==> config.mk <==
export PLATFORM = sky130hd
export DESIGN_NAME = bts_trigger_top
export DESIGN_NICKNAME = d
export VERILOG_FILES = /design/src/common/bts_pkg.sv /design/src/rtl/bts_bus_sampler.sv /design/src/rtl/bts_histogram.sv /design/src/rtl/bts_trigger_top.sv
export SDC_FILE = /design/constraint.sdc
export NUM_CORES = 2
export LEC_CHECK = 0
export BUFFER_PORTS_ARGS = -buffer_cell sky130_fd_sc_hd__buf_2
export CORE_AREA = 2 2 770 772
export CTS_BUF_LIST = sky130_fd_sc_hd__clkbuf_4
export DETAILED_ROUTE_END_ITERATION = 6
export DIE_AREA = 0 0 772 774
export PLACE_DENSITY_LB_ADDON = 0.1
export RECOVER_POWER = 100
export SLEW_MARGIN = 20
export SYNTH_ARGS = -nofsm -noshare
export SYNTH_HDL_FRONTEND = slang
export SYNTH_SLANG_ARGS = --single-unit
==> constraint.sdc <==
create_clock -name core_clk_i -period 7.1 [get_ports core_clk_i]
set_clock_uncertainty 0.1 [all_clocks]
set_input_delay 2.13 -clock core_clk_i [delete_from_list [all_inputs] [get_ports core_clk_i]]
set_output_delay 2.13 -clock core_clk_i [all_outputs]
set_load 0.005 [all_outputs]
==> src/common/bts_pkg.sv <==
// bts_pkg: constants and types shared by the bus trigger sequencer
package bts_pkg;
  // target bus widths
  localparam int unsigned BTS_ADDR_W   = 24;
  localparam int unsigned BTS_DATA_W   = 16;
  localparam int unsigned BTS_CTRL_W   = 8;
  localparam int unsigned BTS_EXT_W    = 6;
  localparam int unsigned BTS_IPL_W    = 3;
  // qualifier lines: address, data, control, ipl, external = 57 here; 79 at most
  localparam int unsigned BTS_QUAL_MAX = 79;
  localparam int unsigned BTS_QUAL_W   = BTS_ADDR_W + BTS_DATA_W + BTS_CTRL_W
                                         + BTS_IPL_W + BTS_EXT_W;
  localparam int unsigned BTS_TERMS    = 7;
  localparam int unsigned BTS_TERM_IW  = 3;
  localparam int unsigned BTS_CNT_W    = 16;
  localparam int unsigned BTS_TIME_W   = 32;
  localparam int unsigned BTS_HIST_W   = 24;
  localparam int unsigned BTS_DISC_SEL = 4;
  localparam int unsigned BTS_DISC_BINS = 16;
  // control bit positions within ctrl_i
  localparam int unsigned BTS_CTRL_WRITE_BIT  = 0;
  localparam int unsigned BTS_CTRL_VECT_BIT   = 1;
  localparam int unsigned BTS_CTRL_IACK_BIT   = 2;
  // reset values
  localparam logic [BTS_CNT_W-1:0]  BTS_CNT_RST  = 16'h0000;
  localparam logic [BTS_TIME_W-1:0] BTS_TIME_RST = 32'h0000_0000;
  localparam logic [BTS_HIST_W-1:0] BTS_HIST_RST = 24'h00_0000;
  localparam logic [BTS_TERM_IW-1:0] BTS_TERM_RST = 3'h0;
  // one qualifier word: value and care mask
  typedef logic [BTS_QUAL_W-1:0] bts_qual_t;

  typedef enum logic [1:0] {
    BTS_ST_IDLE  = 2'b00,
    BTS_ST_SEEK  = 2'b01,
    BTS_ST_DONE  = 2'b10
  } bts_seq_e;

  // compare a sampled qualifier word against value under care mask
  function automatic logic bts_qual_hit(input bts_qual_t s, input bts_qual_t v,
                                        input bts_qual_t m);
    return ((s ^ v) & m) == '0;
  endfunction

  // inclusive address window test
  function automatic logic bts_in_win(input logic [BTS_ADDR_W-1:0] a,
                                      input logic [BTS_ADDR_W-1:0] lo,
                                      input logic [BTS_ADDR_W-1:0] hi);
    return (a >= lo) && (a <= hi);
  endfunction
endpackage

==> src/rtl/bts_bus_sampler.sv <==
// bts_bus_sampler: synchronises target bus pins and samples once per qualified cycle
`timescale 1ns/1ns
module bts_bus_sampler
  import bts_pkg::*;
(
  // clock and reset
  input  wire logic                  core_clk_i,
  input  wire logic                  rst_b_i,
  // target pins
  input  wire logic                  bus_clk_qual_i,
  input  wire logic                  emu_mem_access_i,
  input  wire logic [BTS_QUAL_W-1:0] pins_i,
  // configuration
  input  wire logic                  slope_rise_i,
  // sampled bus state
  output logic                       smp_vld_o,
  output logic [BTS_QUAL_W-1:0]      smp_o
);
  typedef struct packed {
    logic                  clk_s1;
    logic                  clk_s2;
    logic                  clk_s3;
    logic                  emu_s1;
    logic                  emu_s2;
    logic [BTS_QUAL_W-1:0] pin_s1;
    logic [BTS_QUAL_W-1:0] pin_s2;
    logic                  vld;
    logic [BTS_QUAL_W-1:0] smp;
  } bts_smp_s;

  bts_smp_s st_q;
  bts_smp_s st_d;
  logic     edge_hit;

  always_comb begin
    st_d        = st_q;
    st_d.clk_s1 = bus_clk_qual_i;
    st_d.clk_s2 = st_q.clk_s1;
    st_d.clk_s3 = st_q.clk_s2;
    st_d.emu_s1 = emu_mem_access_i;
    st_d.emu_s2 = st_q.emu_s1;
    st_d.pin_s1 = pins_i;
    st_d.pin_s2 = st_q.pin_s1;
    edge_hit    = slope_rise_i ? (st_q.clk_s2 & ~st_q.clk_s3)
                               : (~st_q.clk_s2 & st_q.clk_s3);
    // one sample per selected edge; emulation-memory cycles dropped
    st_d.vld    = edge_hit & ~st_q.emu_s2;
    if (edge_hit) begin
      st_d.smp = st_q.pin_s2;
    end
  end

  always_ff @(posedge core_clk_i) begin
    if (!rst_b_i) begin
      st_q <= '0;
    end else begin
      st_q <= st_d;
    end
  end

  assign smp_vld_o = st_q.vld;
  assign smp_o     = st_q.smp;
endmodule

==> src/rtl/bts_histogram.sv <==
// bts_histogram: address range and discrete signal histogram counters
`timescale 1ns/1ns
module bts_histogram
  import bts_pkg::*;
#(
  parameter int unsigned RANGES = 4
)(
  // clock and reset
  input  wire logic                              core_clk_i,
  input  wire logic                              rst_b_i,
  // sampled bus
  input  wire logic                              smp_vld_i,
  input  wire logic [BTS_ADDR_W-1:0]             addr_i,
  input  wire logic [BTS_DISC_SEL-1:0]           disc_i,
  // control
  input  wire logic                              run_i,
  input  wire logic                              clear_i,
  input  wire logic [RANGES*BTS_ADDR_W-1:0]      lo_i,
  input  wire logic [RANGES*BTS_ADDR_W-1:0]      hi_i,
  // counts
  output logic [RANGES*BTS_HIST_W-1:0]           addr_cnt_o,
  output logic [BTS_DISC_BINS*BTS_HIST_W-1:0]    disc_cnt_o
);
  initial begin
    if (RANGES < 1 || RANGES > 16) begin
      $error("bts_histogram: RANGES out of range");
    end
  end

  typedef struct packed {
    logic [RANGES-1:0][BTS_HIST_W-1:0]        acnt;
    logic [BTS_DISC_BINS-1:0][BTS_HIST_W-1:0] dcnt;
  } bts_hist_s;

  bts_hist_s st_q;
  bts_hist_s st_d;

  // saturating increment
  function automatic logic [BTS_HIST_W-1:0] bts_sat_inc(input logic [BTS_HIST_W-1:0] c);
    return (&c) ? c : c + 1'b1;
  endfunction

  always_comb begin
    st_d = st_q;
    if (clear_i) begin
      st_d = '0;
    end else if (run_i && smp_vld_i) begin
      for (int i = 0; i < RANGES; i++) begin
        if (bts_in_win(addr_i, lo_i[i*BTS_ADDR_W +: BTS_ADDR_W],
                       hi_i[i*BTS_ADDR_W +: BTS_ADDR_W])) begin
          st_d.acnt[i] = bts_sat_inc(st_q.acnt[i]);
        end
      end
      st_d.dcnt[disc_i] = bts_sat_inc(st_q.dcnt[disc_i]);
    end
  end

  always_ff @(posedge core_clk_i) begin
    if (!rst_b_i) begin
      st_q <= '0;
    end else begin
      st_q <= st_d;
    end
  end

  assign addr_cnt_o = st_q.acnt;
  assign disc_cnt_o = st_q.dcnt;
endmodule

==> src/rtl/bts_trigger_top.sv <==
// bts_trigger_top: sequential, window and event-breakpoint trigger logic
`timescale 1ns/1ns
// Overview of operation
// - program breakpoint halts before instruction executes
// - up to seven events over qualifier lines
// - event breakpoint halts after qualifying event
// - terms match only in configured order
// - sequence end starts or stops trace
// - reset term restarts search at term one
// - measure time from start to end term
// - window stores inside or outside by polarity
// - both window limits programmable
// - address histogram counts accesses per range
// - discrete histogram counts four-signal combinations
// - term satisfied after programmed occurrence count
// - match interrupt level, vector fetch, write address
// - emulation memory accesses stay invisible
module bts_trigger_top
  import bts_pkg::*;
#(
  parameter int unsigned HIST_RANGES = 4
)(
  // clock and reset
  input  wire logic                                core_clk_i,
  input  wire logic                                rst_b_i,
  // target socket pins
  input  wire logic                                bus_clk_qual_i,
  input  wire logic                                emu_mem_access_i,
  input  wire logic [BTS_ADDR_W-1:0]               addr_i,
  input  wire logic [BTS_DATA_W-1:0]               data_i,
  input  wire logic [BTS_CTRL_W-1:0]               ctrl_i,
  input  wire logic [BTS_IPL_W-1:0]                ipl_i,
  input  wire logic [BTS_EXT_W-1:0]                ext_i,
  input  wire logic                                fetch_i,
  // general control
  input  wire logic                                slope_rise_i,
  input  wire logic                                arm_i,
  input  wire logic                                win_mode_i,
  input  wire logic                                trig_stops_trace_i,
  input  wire logic                                brk_en_i,
  // program breakpoint
  input  wire logic                                pbrk_en_i,
  input  wire logic [BTS_ADDR_W-1:0]               pbrk_lo_i,
  input  wire logic [BTS_ADDR_W-1:0]               pbrk_hi_i,
  // sequence terms
  input  wire logic [BTS_TERM_IW-1:0]              num_terms_i,
  input  wire logic [BTS_TERMS*BTS_QUAL_W-1:0]     term_val_i,
  input  wire logic [BTS_TERMS*BTS_QUAL_W-1:0]     term_mask_i,
  input  wire logic [BTS_TERMS*BTS_CNT_W-1:0]      term_cnt_i,
  input  wire logic                                rst_term_en_i,
  input  wire logic [BTS_QUAL_W-1:0]               rst_term_val_i,
  input  wire logic [BTS_QUAL_W-1:0]               rst_term_mask_i,
  // timing
  input  wire logic [BTS_TERM_IW-1:0]              time_start_i,
  input  wire logic [BTS_TERM_IW-1:0]              time_end_i,
  // window
  input  wire logic [BTS_ADDR_W-1:0]               win_lo_i,
  input  wire logic [BTS_ADDR_W-1:0]               win_hi_i,
  input  wire logic                                win_inside_i,
  // histogram
  input  wire logic                                hist_run_i,
  input  wire logic                                hist_clear_i,
  input  wire logic [HIST_RANGES*BTS_ADDR_W-1:0]   hist_lo_i,
  input  wire logic [HIST_RANGES*BTS_ADDR_W-1:0]   hist_hi_i,
  input  wire logic [2*BTS_DISC_SEL-1:0]           disc_sel_i,
  // target control
  output logic                                     halt_req_o,
  // trace control and status
  output logic                                     trace_en_o,
  output logic                                     store_o,
  output logic [BTS_QUAL_W-1:0]                    store_data_o,
  output logic                                     triggered_o,
  output logic [BTS_TERM_IW-1:0]                   seq_pos_o,
  output logic [BTS_TIME_W-1:0]                    elapsed_o,
  output logic                                     elapsed_vld_o,
  // histogram counts
  output logic [HIST_RANGES*BTS_HIST_W-1:0]        addr_hist_o,
  output logic [BTS_DISC_BINS*BTS_HIST_W-1:0]      disc_hist_o
);
  initial begin
    if (BTS_QUAL_W > BTS_QUAL_MAX) begin
      $error("bts_trigger_top: qualifier width above limit");
    end
    if (HIST_RANGES < 1 || HIST_RANGES > 16) begin
      $error("bts_trigger_top: HIST_RANGES out of range");
    end
  end

  typedef struct packed {
    bts_seq_e                              seq;
    logic [BTS_TERM_IW-1:0]                pos;
    logic [BTS_CNT_W-1:0]                  occ;
    logic                                  trace_en;
    logic                                  triggered;
    logic                                  halt;
    logic                                  store;
    logic [BTS_QUAL_W-1:0]                 store_data;
    logic                                  timing;
    logic [BTS_TIME_W-1:0]                 tcnt;
    logic [BTS_TIME_W-1:0]                 elapsed;
    logic                                  elapsed_vld;
    logic                                  arm_prev;
  } bts_top_s;

  bts_top_s st_q;
  bts_top_s st_d;

  logic                    smp_vld;
  logic [BTS_QUAL_W-1:0]   smp;
  logic [BTS_ADDR_W-1:0]   s_addr;
  logic [BTS_CTRL_W-1:0]   s_ctrl;
  logic [BTS_EXT_W-1:0]    s_ext;
  logic [BTS_DISC_SEL-1:0] disc_bits;
  logic                    s_fetch;
  logic                    fetch_s1;
  logic                    fetch_s2;

  // qualifier word layout: {ext, ipl, ctrl, data, addr}
  assign s_addr = smp[BTS_ADDR_W-1:0];
  assign s_ctrl = smp[BTS_ADDR_W+BTS_DATA_W +: BTS_CTRL_W];
  assign s_ext  = smp[BTS_QUAL_W-1 -: BTS_EXT_W];

  // all qualifier lines go through the sampler, so ipl, vector fetch and
  // write strobe are just masked bits of one term word
  bts_bus_sampler u_sampler (
    .core_clk_i       (core_clk_i),
    .rst_b_i          (rst_b_i),
    .bus_clk_qual_i   (bus_clk_qual_i),
    .emu_mem_access_i (emu_mem_access_i),
    .pins_i           ({ext_i, ipl_i, ctrl_i, data_i, addr_i}),
    .slope_rise_i     (slope_rise_i),
    .smp_vld_o        (smp_vld),
    .smp_o            (smp)
  );

  always_comb begin
    for (int k = 0; k < BTS_DISC_SEL; k++) begin
      disc_bits[k] = s_ext[disc_sel_i[k*2 +: 2]];
    end
  end

  bts_histogram #(
    .RANGES (HIST_RANGES)
  ) u_hist (
    .core_clk_i (core_clk_i),
    .rst_b_i    (rst_b_i),
    .smp_vld_i  (smp_vld),
    .addr_i     (s_addr),
    .disc_i     (disc_bits),
    .run_i      (hist_run_i),
    .clear_i    (hist_clear_i),
    .lo_i       (hist_lo_i),
    .hi_i       (hist_hi_i),
    .addr_cnt_o (addr_hist_o),
    .disc_cnt_o (disc_hist_o)
  );

  logic term_hit;
  logic rst_hit;
  logic last_term;
  logic in_win;
  logic [BTS_CNT_W-1:0] need;

  always_comb begin
    st_d           = st_q;
    st_d.store     = 1'b0;
    st_d.arm_prev  = arm_i;
    term_hit       = bts_qual_hit(smp, term_val_i[st_q.pos*BTS_QUAL_W +: BTS_QUAL_W],
                                  term_mask_i[st_q.pos*BTS_QUAL_W +: BTS_QUAL_W]);
    rst_hit        = rst_term_en_i && bts_qual_hit(smp, rst_term_val_i, rst_term_mask_i);
    last_term      = (st_q.pos == num_terms_i);
    need           = term_cnt_i[st_q.pos*BTS_CNT_W +: BTS_CNT_W];
    in_win         = bts_in_win(s_addr, win_lo_i, win_hi_i);
    if (st_q.timing) begin
      st_d.tcnt = st_q.tcnt + 1'b1;
    end
    // program breakpoint: asserted on the fetch cycle itself, before execution
    if (pbrk_en_i && smp_vld && s_fetch &&
        bts_in_win(s_addr, pbrk_lo_i, pbrk_hi_i)) begin
      st_d.halt = 1'b1;
    end
    if (arm_i && !st_q.arm_prev) begin
      st_d.seq         = BTS_ST_SEEK;
      st_d.pos         = BTS_TERM_RST;
      st_d.occ         = BTS_CNT_RST;
      st_d.triggered   = 1'b0;
      st_d.halt        = 1'b0;
      st_d.timing      = 1'b0;
      st_d.elapsed_vld = 1'b0;
      st_d.trace_en    = trig_stops_trace_i;
    end else if (!arm_i) begin
      st_d.seq       = BTS_ST_IDLE;
      st_d.halt      = 1'b0;
      st_d.triggered = 1'b0;
    end else if (smp_vld) begin
      if (win_mode_i) begin
        if (in_win == win_inside_i) begin
          st_d.store      = 1'b1;
          st_d.store_data = smp;
        end
      end else begin
        st_d.store      = st_q.trace_en;
        st_d.store_data = smp;
      end
      case (st_q.seq)
        BTS_ST_SEEK: begin
          if (rst_hit) begin
            st_d.pos    = BTS_TERM_RST;
            st_d.occ    = BTS_CNT_RST;
            st_d.timing = 1'b0;
          end else if (term_hit) begin
            // only the current term can advance; others are ignored
            if (st_q.occ + 1'b1 >= need) begin
              st_d.occ = BTS_CNT_RST;
              if (st_q.pos == time_start_i) begin
                st_d.timing = 1'b1;
                st_d.tcnt   = BTS_TIME_RST;
              end
              if (st_q.timing && st_q.pos == time_end_i) begin
                st_d.timing      = 1'b0;
                st_d.elapsed     = st_q.tcnt + 1'b1;
                st_d.elapsed_vld = 1'b1;
              end
              if (last_term) begin
                st_d.seq       = BTS_ST_DONE;
                st_d.triggered = 1'b1;
                st_d.trace_en  = !trig_stops_trace_i;
                st_d.halt      = st_q.halt | brk_en_i;
              end else begin
                st_d.pos = st_q.pos + 1'b1;
              end
            end else begin
              st_d.occ = st_q.occ + 1'b1;
            end
          end
        end
        BTS_ST_DONE: begin
          st_d.seq = BTS_ST_DONE;
        end
        default: begin
          st_d.seq = BTS_ST_IDLE;
        end
      endcase
    end
  end

  always_ff @(posedge core_clk_i) begin
    if (!rst_b_i) begin
      st_q     <= '0;
      fetch_s1 <= 1'b0;
      fetch_s2 <= 1'b0;
    end else begin
      st_q     <= st_d;
      fetch_s1 <= fetch_i;
      fetch_s2 <= fetch_s1;
    end
  end

  assign s_fetch       = fetch_s2 & ~s_ctrl[BTS_CTRL_WRITE_BIT];
  assign halt_req_o    = st_q.halt;
  assign trace_en_o    = st_q.trace_en;
  assign store_o       = st_q.store;
  assign store_data_o  = st_q.store_data;
  assign triggered_o   = st_q.triggered;
  assign seq_pos_o     = st_q.pos;
  assign elapsed_o     = st_q.elapsed;
  assign elapsed_vld_o = st_q.elapsed_vld;
endmodule

# Word-level counts from Yosys, hierarchy flattened
# Index checks and enable logic that the tools add are counted.
# op_classes
addsub	8
n_mul	1
n_lt_le_gt_ge	19
eq_ne	19
shift	3
mux	50
n_bitwise	22
reduce_logical	49
# op_table
cell	n
399-bit by 10-bit indexed part select with 57-bit output	2
384-bit bitwise mux	1
33-bit 2-to-1 mux	6
66-bit 2-to-1 mux	3
147-bit 2-to-1 mux	1
24-bit >= comparator	6
24-bit less-or-equal comparator	6
65-bit 2-to-1 mux	2
24-bit by 1-bit adder with 24-bit output (second input constant)	5
24-bit AND reduction	5
58-bit 2-to-1 mux	2
57-bit bitwise AND	2
57-bit zero test	2
57-bit XOR	2
112-bit by 8-bit indexed part select with 16-bit output	1
24-bit binary-select mux with 4-bit select	1
24-bit demux with 4-bit select	1
24-bit 2-to-1 mux	4
64-bit 2-to-1 mux	1
32-bit by 1-bit adder with 32-bit output (second input constant)	1
32-bit 2-to-1 mux	1
23-bit 2-to-1 mux	1
22-bit 2-to-1 mux	1
20-bit 2-to-1 mux	1
other kinds (39)	113
# word_totals
ff_bits	808
input_bits	1401
word_cells	216

# Depth between registers and ports, before layout
# depth
word_depth	15
ltp_mapped	26
depth_no_buf	17

# Hierarchy
# From an unflattened synthesis, not the netlist that was laid out.
# unflattened
hier_cells	5957
area_unflattened_um2	51378.0
# by_module_without_submodules
mod	instances	cells_each	area_each_um2	seq_area_each_um2
bts_histogram	1	2946	25956.1	9609.2
bts_trigger_top	1	2451	19537.5	3022.9
bts_bus_sampler	1	560	5884.4	3543.4

# Least setup slack after synthesis
# OpenSTA, ideal clock, no wires.
# synth_timing
kind	input to register
start	input port disc_sel_i[2]
end	register u_hist.st_q (netlist bit u_hist.disc_cnt_o[162])
setup_time_ns	0.128
arrival_time_ns	5.439
t_required_ns	6.872
path_slack_ns	1.434
path_stages	17
n_path_buf	5
cell_sequence	mux4_2 -> buf_2 -> buf_4 -> buf_2 -> mux2i_1 -> mux2i_1 -> a22oi_1 -> nand2_1 -> ha_1 -> nand4_1 -> buf_4 -> nor4b_1 -> nand2_1 -> xor2_1 -> clkbuf_1 -> o21a_1 -> nor2_1
# synth_via
elab_chain_len	7
# synth_lines
element	line_no	text
from (decl)	bts_trigger_top.sv:65	input wire logic [2*BTS_DISC_SEL-1:0] disc_sel_i,
1-bit binary-select mux with 2-bit select *	bts_trigger_top.sv:138	disc_bits[k] = s_ext[disc_sel_i[k*2 +: 2]];
1-bit 2-to-1 mux (implied by the code) *	bts_trigger_top.sv:138	
24-bit binary-select mux with 4-bit select, or another cell as far along	bts_histogram.sv:54	st_d.dcnt[disc_i] = bts_sat_inc(st_q.dcnt[disc_i]);
24-bit 2-to-1 mux (implied by the code) / 1-bit logical AND (equally long branches)	bts_histogram.sv:54	
24-bit by 1-bit adder with 24-bit output, or another cell as far along	bts_histogram.sv:40	return (&c) ? c : c + 1'b1;
24-bit 2-to-1 mux / 24-bit demux with 4-bit select (equally long branches)	-	
384-bit bitwise mux *	bts_histogram.sv:54	
to (signal assigned)	bts_histogram.sv:62	st_q <= st_d;
to (decl)	bts_histogram.sv:35	bts_hist_s st_q;
# Every way passes the cells marked *; elsewhere a longest branch is shown, timed or not. The select of a mux whose other input is x is not followed.
# A chain may end at the register's enable or synchronous reset.

# Worst setup path in the final report
# layout_timing
start	register st_q (netlist bit seq_pos_o[0])
end	register st_q (netlist bit elapsed_o[27])
# layout_via
elab_chain_len	6
# layout_lines
element	line_no	text
from (decl)	bts_trigger_top.sv:105	bts_top_s st_q;
from (signal assigned)	bts_trigger_top.sv:253	st_q <= st_d;
3-bit by 6-bit multiplier with 9-bit output	bts_trigger_top.sv:168, bts_trigger_top.sv:169	
399-bit by 10-bit indexed part select with 57-bit output	bts_trigger_top.sv:168	term_hit = bts_qual_hit(smp, term_val_i[st_q.pos*BTS_QUAL_W +: BTS_QUAL_W],
57-bit XOR	bts_pkg.sv:41	return ((s ^ v) & m) == '0;
57-bit bitwise AND	bts_pkg.sv:41	
57-bit zero test	bts_pkg.sv:41	
8-bit AND reduction (no line) *	-	
# Every way passes the cells marked *; elsewhere a longest branch is shown, timed or not.

==> summary.txt <==
wire per inst: 35.02 um
Area Overhead vs Synth: 47.90%
fin crit period: 6589 ps
CTS Buffer Depth: 4
Final GP Congestion: 0.9447
HPWL Detailed: 497100 um
layout cells sized above 1: 29.57%
top cell type's share of synthesized area: 31.80%
period utilization: 92.81%
vias: 57.42k
total track usage: 18.43%
syn_nets: 7660
vias in the first global route: 57.48k
Filler cells: 68.44k
PD cells: 157.5 nW/um2
Max Fclk: 0.1518 GHz
Die W: 772 um
Clk Latency, worst-skew pair: 1440 ps
CP bufs+invs: 5
unrepaired setup endpoints after global routing: no
Worst-Margin Slew: 2824 ps
1st-iter DRT viols: 3654
row count: 282
post-CTS sizing: 0
Synth Register Bits: 808
Req. time, crit path: 8200 ps
core area: 588500 um2
overflow left after global routing: 0
max-cap violation count: 6
critical path's slowest cell: dfxtp_2
Layout Nets: 9732
slew margin rel.: -88.29%
Syn Std Cell Area: 50860 um2
largest net degree at the start of global routing: 137
Yosys top cell by area: dfxtp_1
final setup vio count: 0
initial antenna violation count: 504
WS Path Type: register to register
Clk pin slew, worst setup/hold paths: 70 ps
clock tree sinks: 808
multi-input combinational cell area: 31300 um2
CP Cell Sequence: clkbuf_1 > mux4_2 > nor2_1 > buf_4 > a21oi_1 > ha_1 > nand2b_1 > a21o_1 > a21o_1 > a21o_1 > a21oi_1 > o21ai_0 > buf_4 > a21oi_1 > buf_12 > or3_4 > nor3_4 > buf_4 > mux2i_1 > nor2b_1
port bufs: 1977
DRT antenna net count: 1
Layout Utilization: 12.78%
H-tree depth: 5
crit end category: register
Synth async-reset ratio: 0%
final wirelength: 573700 um
Post-Syn Instances: 5945
post-synth cell types: 81
most used flip-flop cell after synthesis: dfxtp_1
io pins: 1978
slowest stage delay, CP: 1180 ps
type of origin of the critical path: register
setup bufs post-CTS: 0
hold buffer count at cts: 0
Die Area: 597500 um2
Lkg Pwr: 28.82 nW
Seq/Total Area, Yosys: 31.80%
FF+latch area: 16240 um2
CP arrival: 7680 ps
Post-synth EDFFs: 0
Avg Inst Size Synth: 8.555 um2
outcome: finished, violations left
DRT Pass-1 Iters: 7
DRC: 3
first-pass GRT wire length: 701600 um
Initial Utilization: 8.642%
total power: 11.84 mW
crit-path leading delay family: buffers and inverters
VDD IR max: 108.3 uV
final number of hold-violating endpoints: 0
Root Buffer: clkbuf_4
violated checks: antenna rules, DRC, capacitance limit, slew limit
CTS tree: done
hold crit path type: register to register
top post-synthesis cells by area: dfxtp_1 (32%), mux2i_1 (9.7%), ha_1 (7.7%)
drt via density: 3.504
total CTS buffers: 293
worst-path maximum fanout: 25
Ys Warns: 0
chip height: 774 um
Max Slew Vio Count: 207
[through the flow]
step	setup slack (ps)	area, um2	hold slack (ps)	std cells	setup TNS (ps)
finish	510.6	75220	225.3	16390	0
global route	271.5	74770	232.8	16200	0
CTS	649.2	75360	172.4	16020	0
detailed placement	-145.8	71570	278.7	15530	-2241
global placement	-138.8	71520	276.8	15530	-2813
floorplan	1434	50860	272.9	5945	0
[worst paths after layout]
kind,from,end,slack [ps],depth (start not counted)
min,u_sampler.st_q[63],u_sampler.smp_o[5],230,2
min reg2reg,u_sampler.st_q[63],u_sampler.smp_o[5],230,2
max reg2reg,seq_pos_o[0],elapsed_o[27],510,20
max,seq_pos_o[0],elapsed_o[27],510,20
[area by class of cell]
| cell class | count | share of cell area (%) |
|---|---|---|
| diodes | 364 | 1.211 |
| clock buffers | 436 | 4.351 |
| clock inverters | 53 | 0.6919 |
| inverters | 303 | 1.515 |
| multi-input cells | 4317 | 41.61 |
| flip-flops and latches | 808 | 21.58 |
| well taps | 7810 | 12.99 |
| repair buffers | 2294 | 16.05 |
[layout by cell type (no fill, tap or decap), types with 202 or more instances in the layout]
| cell | instances |
|---|---|
| ha_1 | 314 |
| a21oi_1 | 410 |
| o21ai_0 | 202 |
| clkbuf_4 | 436 |
| clkbuf_1 | 570 |
| nor2_1 | 322 |
| mux2i_1 | 488 |
| diode_2 | 364 |
| buf_2 | 1435 |
| buf_4 | 230 |
| inv_1 | 302 |
| nand2_1 | 801 |
| dfxtp_1 | 780 |
[state kept, by name (all words and copies together), names as in the netlist, 3 cells and up]
register,flops
u_sampler.st_q,59
st_q,52
u_sampler.smp_o,57
store_data_o,57
elapsed_o,32
seq_pos_o,3
u_sampler.st_d,60
u_hist.disc_cnt_o,384
u_hist.addr_cnt_o,96
[cells by family (layout without fill, tap and decap cells)]
kind of cell / Yosys count / after routing / synth area share [%]
other: 0 / 364 / 0
muxes: 643 / 643 / 16.17
xor gates and xnor gates: 279 / 279 / 4.819
buffers and inverters: 820 / 3086 / 7.223
DFF: 808 / 808 / 31.80
and+or+nand+nor: 1868 / 1868 / 17.21
adders and majority gates: 314 / 314 / 7.724
AOI/OAI and AO/OA: 1213 / 1213 / 15.05
[per-layer routing]
metal	GRT usage, %	wire length (um)	up-vias
met2	32.69	281400	2751
met1	20.96	222900	27880
met4	5.163	20420	176
met3	6.051	47880	1105
met5	0	1115	-
li1	-	-	25500
[Yosys cell counts (all sizes together), types with 109 or more instances]
cell type  count
xor2         162
a21oi        411
clkbuf       294
buf          223
xnor2        117
nand2        810
inv          303
mux4         142
and2         135
a21o         109
ha           314
nor2         340
o21ai        206
dfxtp        808
nand3        126
mux2i        491
[worst reg2reg max path, stage by stage, from the launching register on]
cell	delay, ps
dfxtp_2	1180
clkbuf_1	710
mux4_2	720
nor2_1	180
buf_4	220
a21oi_1	80
ha_1	300
nand2b_1	100
a21o_1	120
a21o_1	110
a21o_1	100
a21oi_1	80
o21ai_0	360
buf_4	190
a21oi_1	100
buf_12	160
or3_4	400
nor3_4	630
buf_4	280
mux2i_1	190
nor2b_1	60
[power breakdown]
group | switching [mW] | total (mW) | internal (mW)
clock | 2.74 | 5.87 | 3.13
sequential | 0.0317 | 4.60 | 4.57
combinational | 0.819 | 1.38 | 0.556
(Power assumes the default switching activity.)
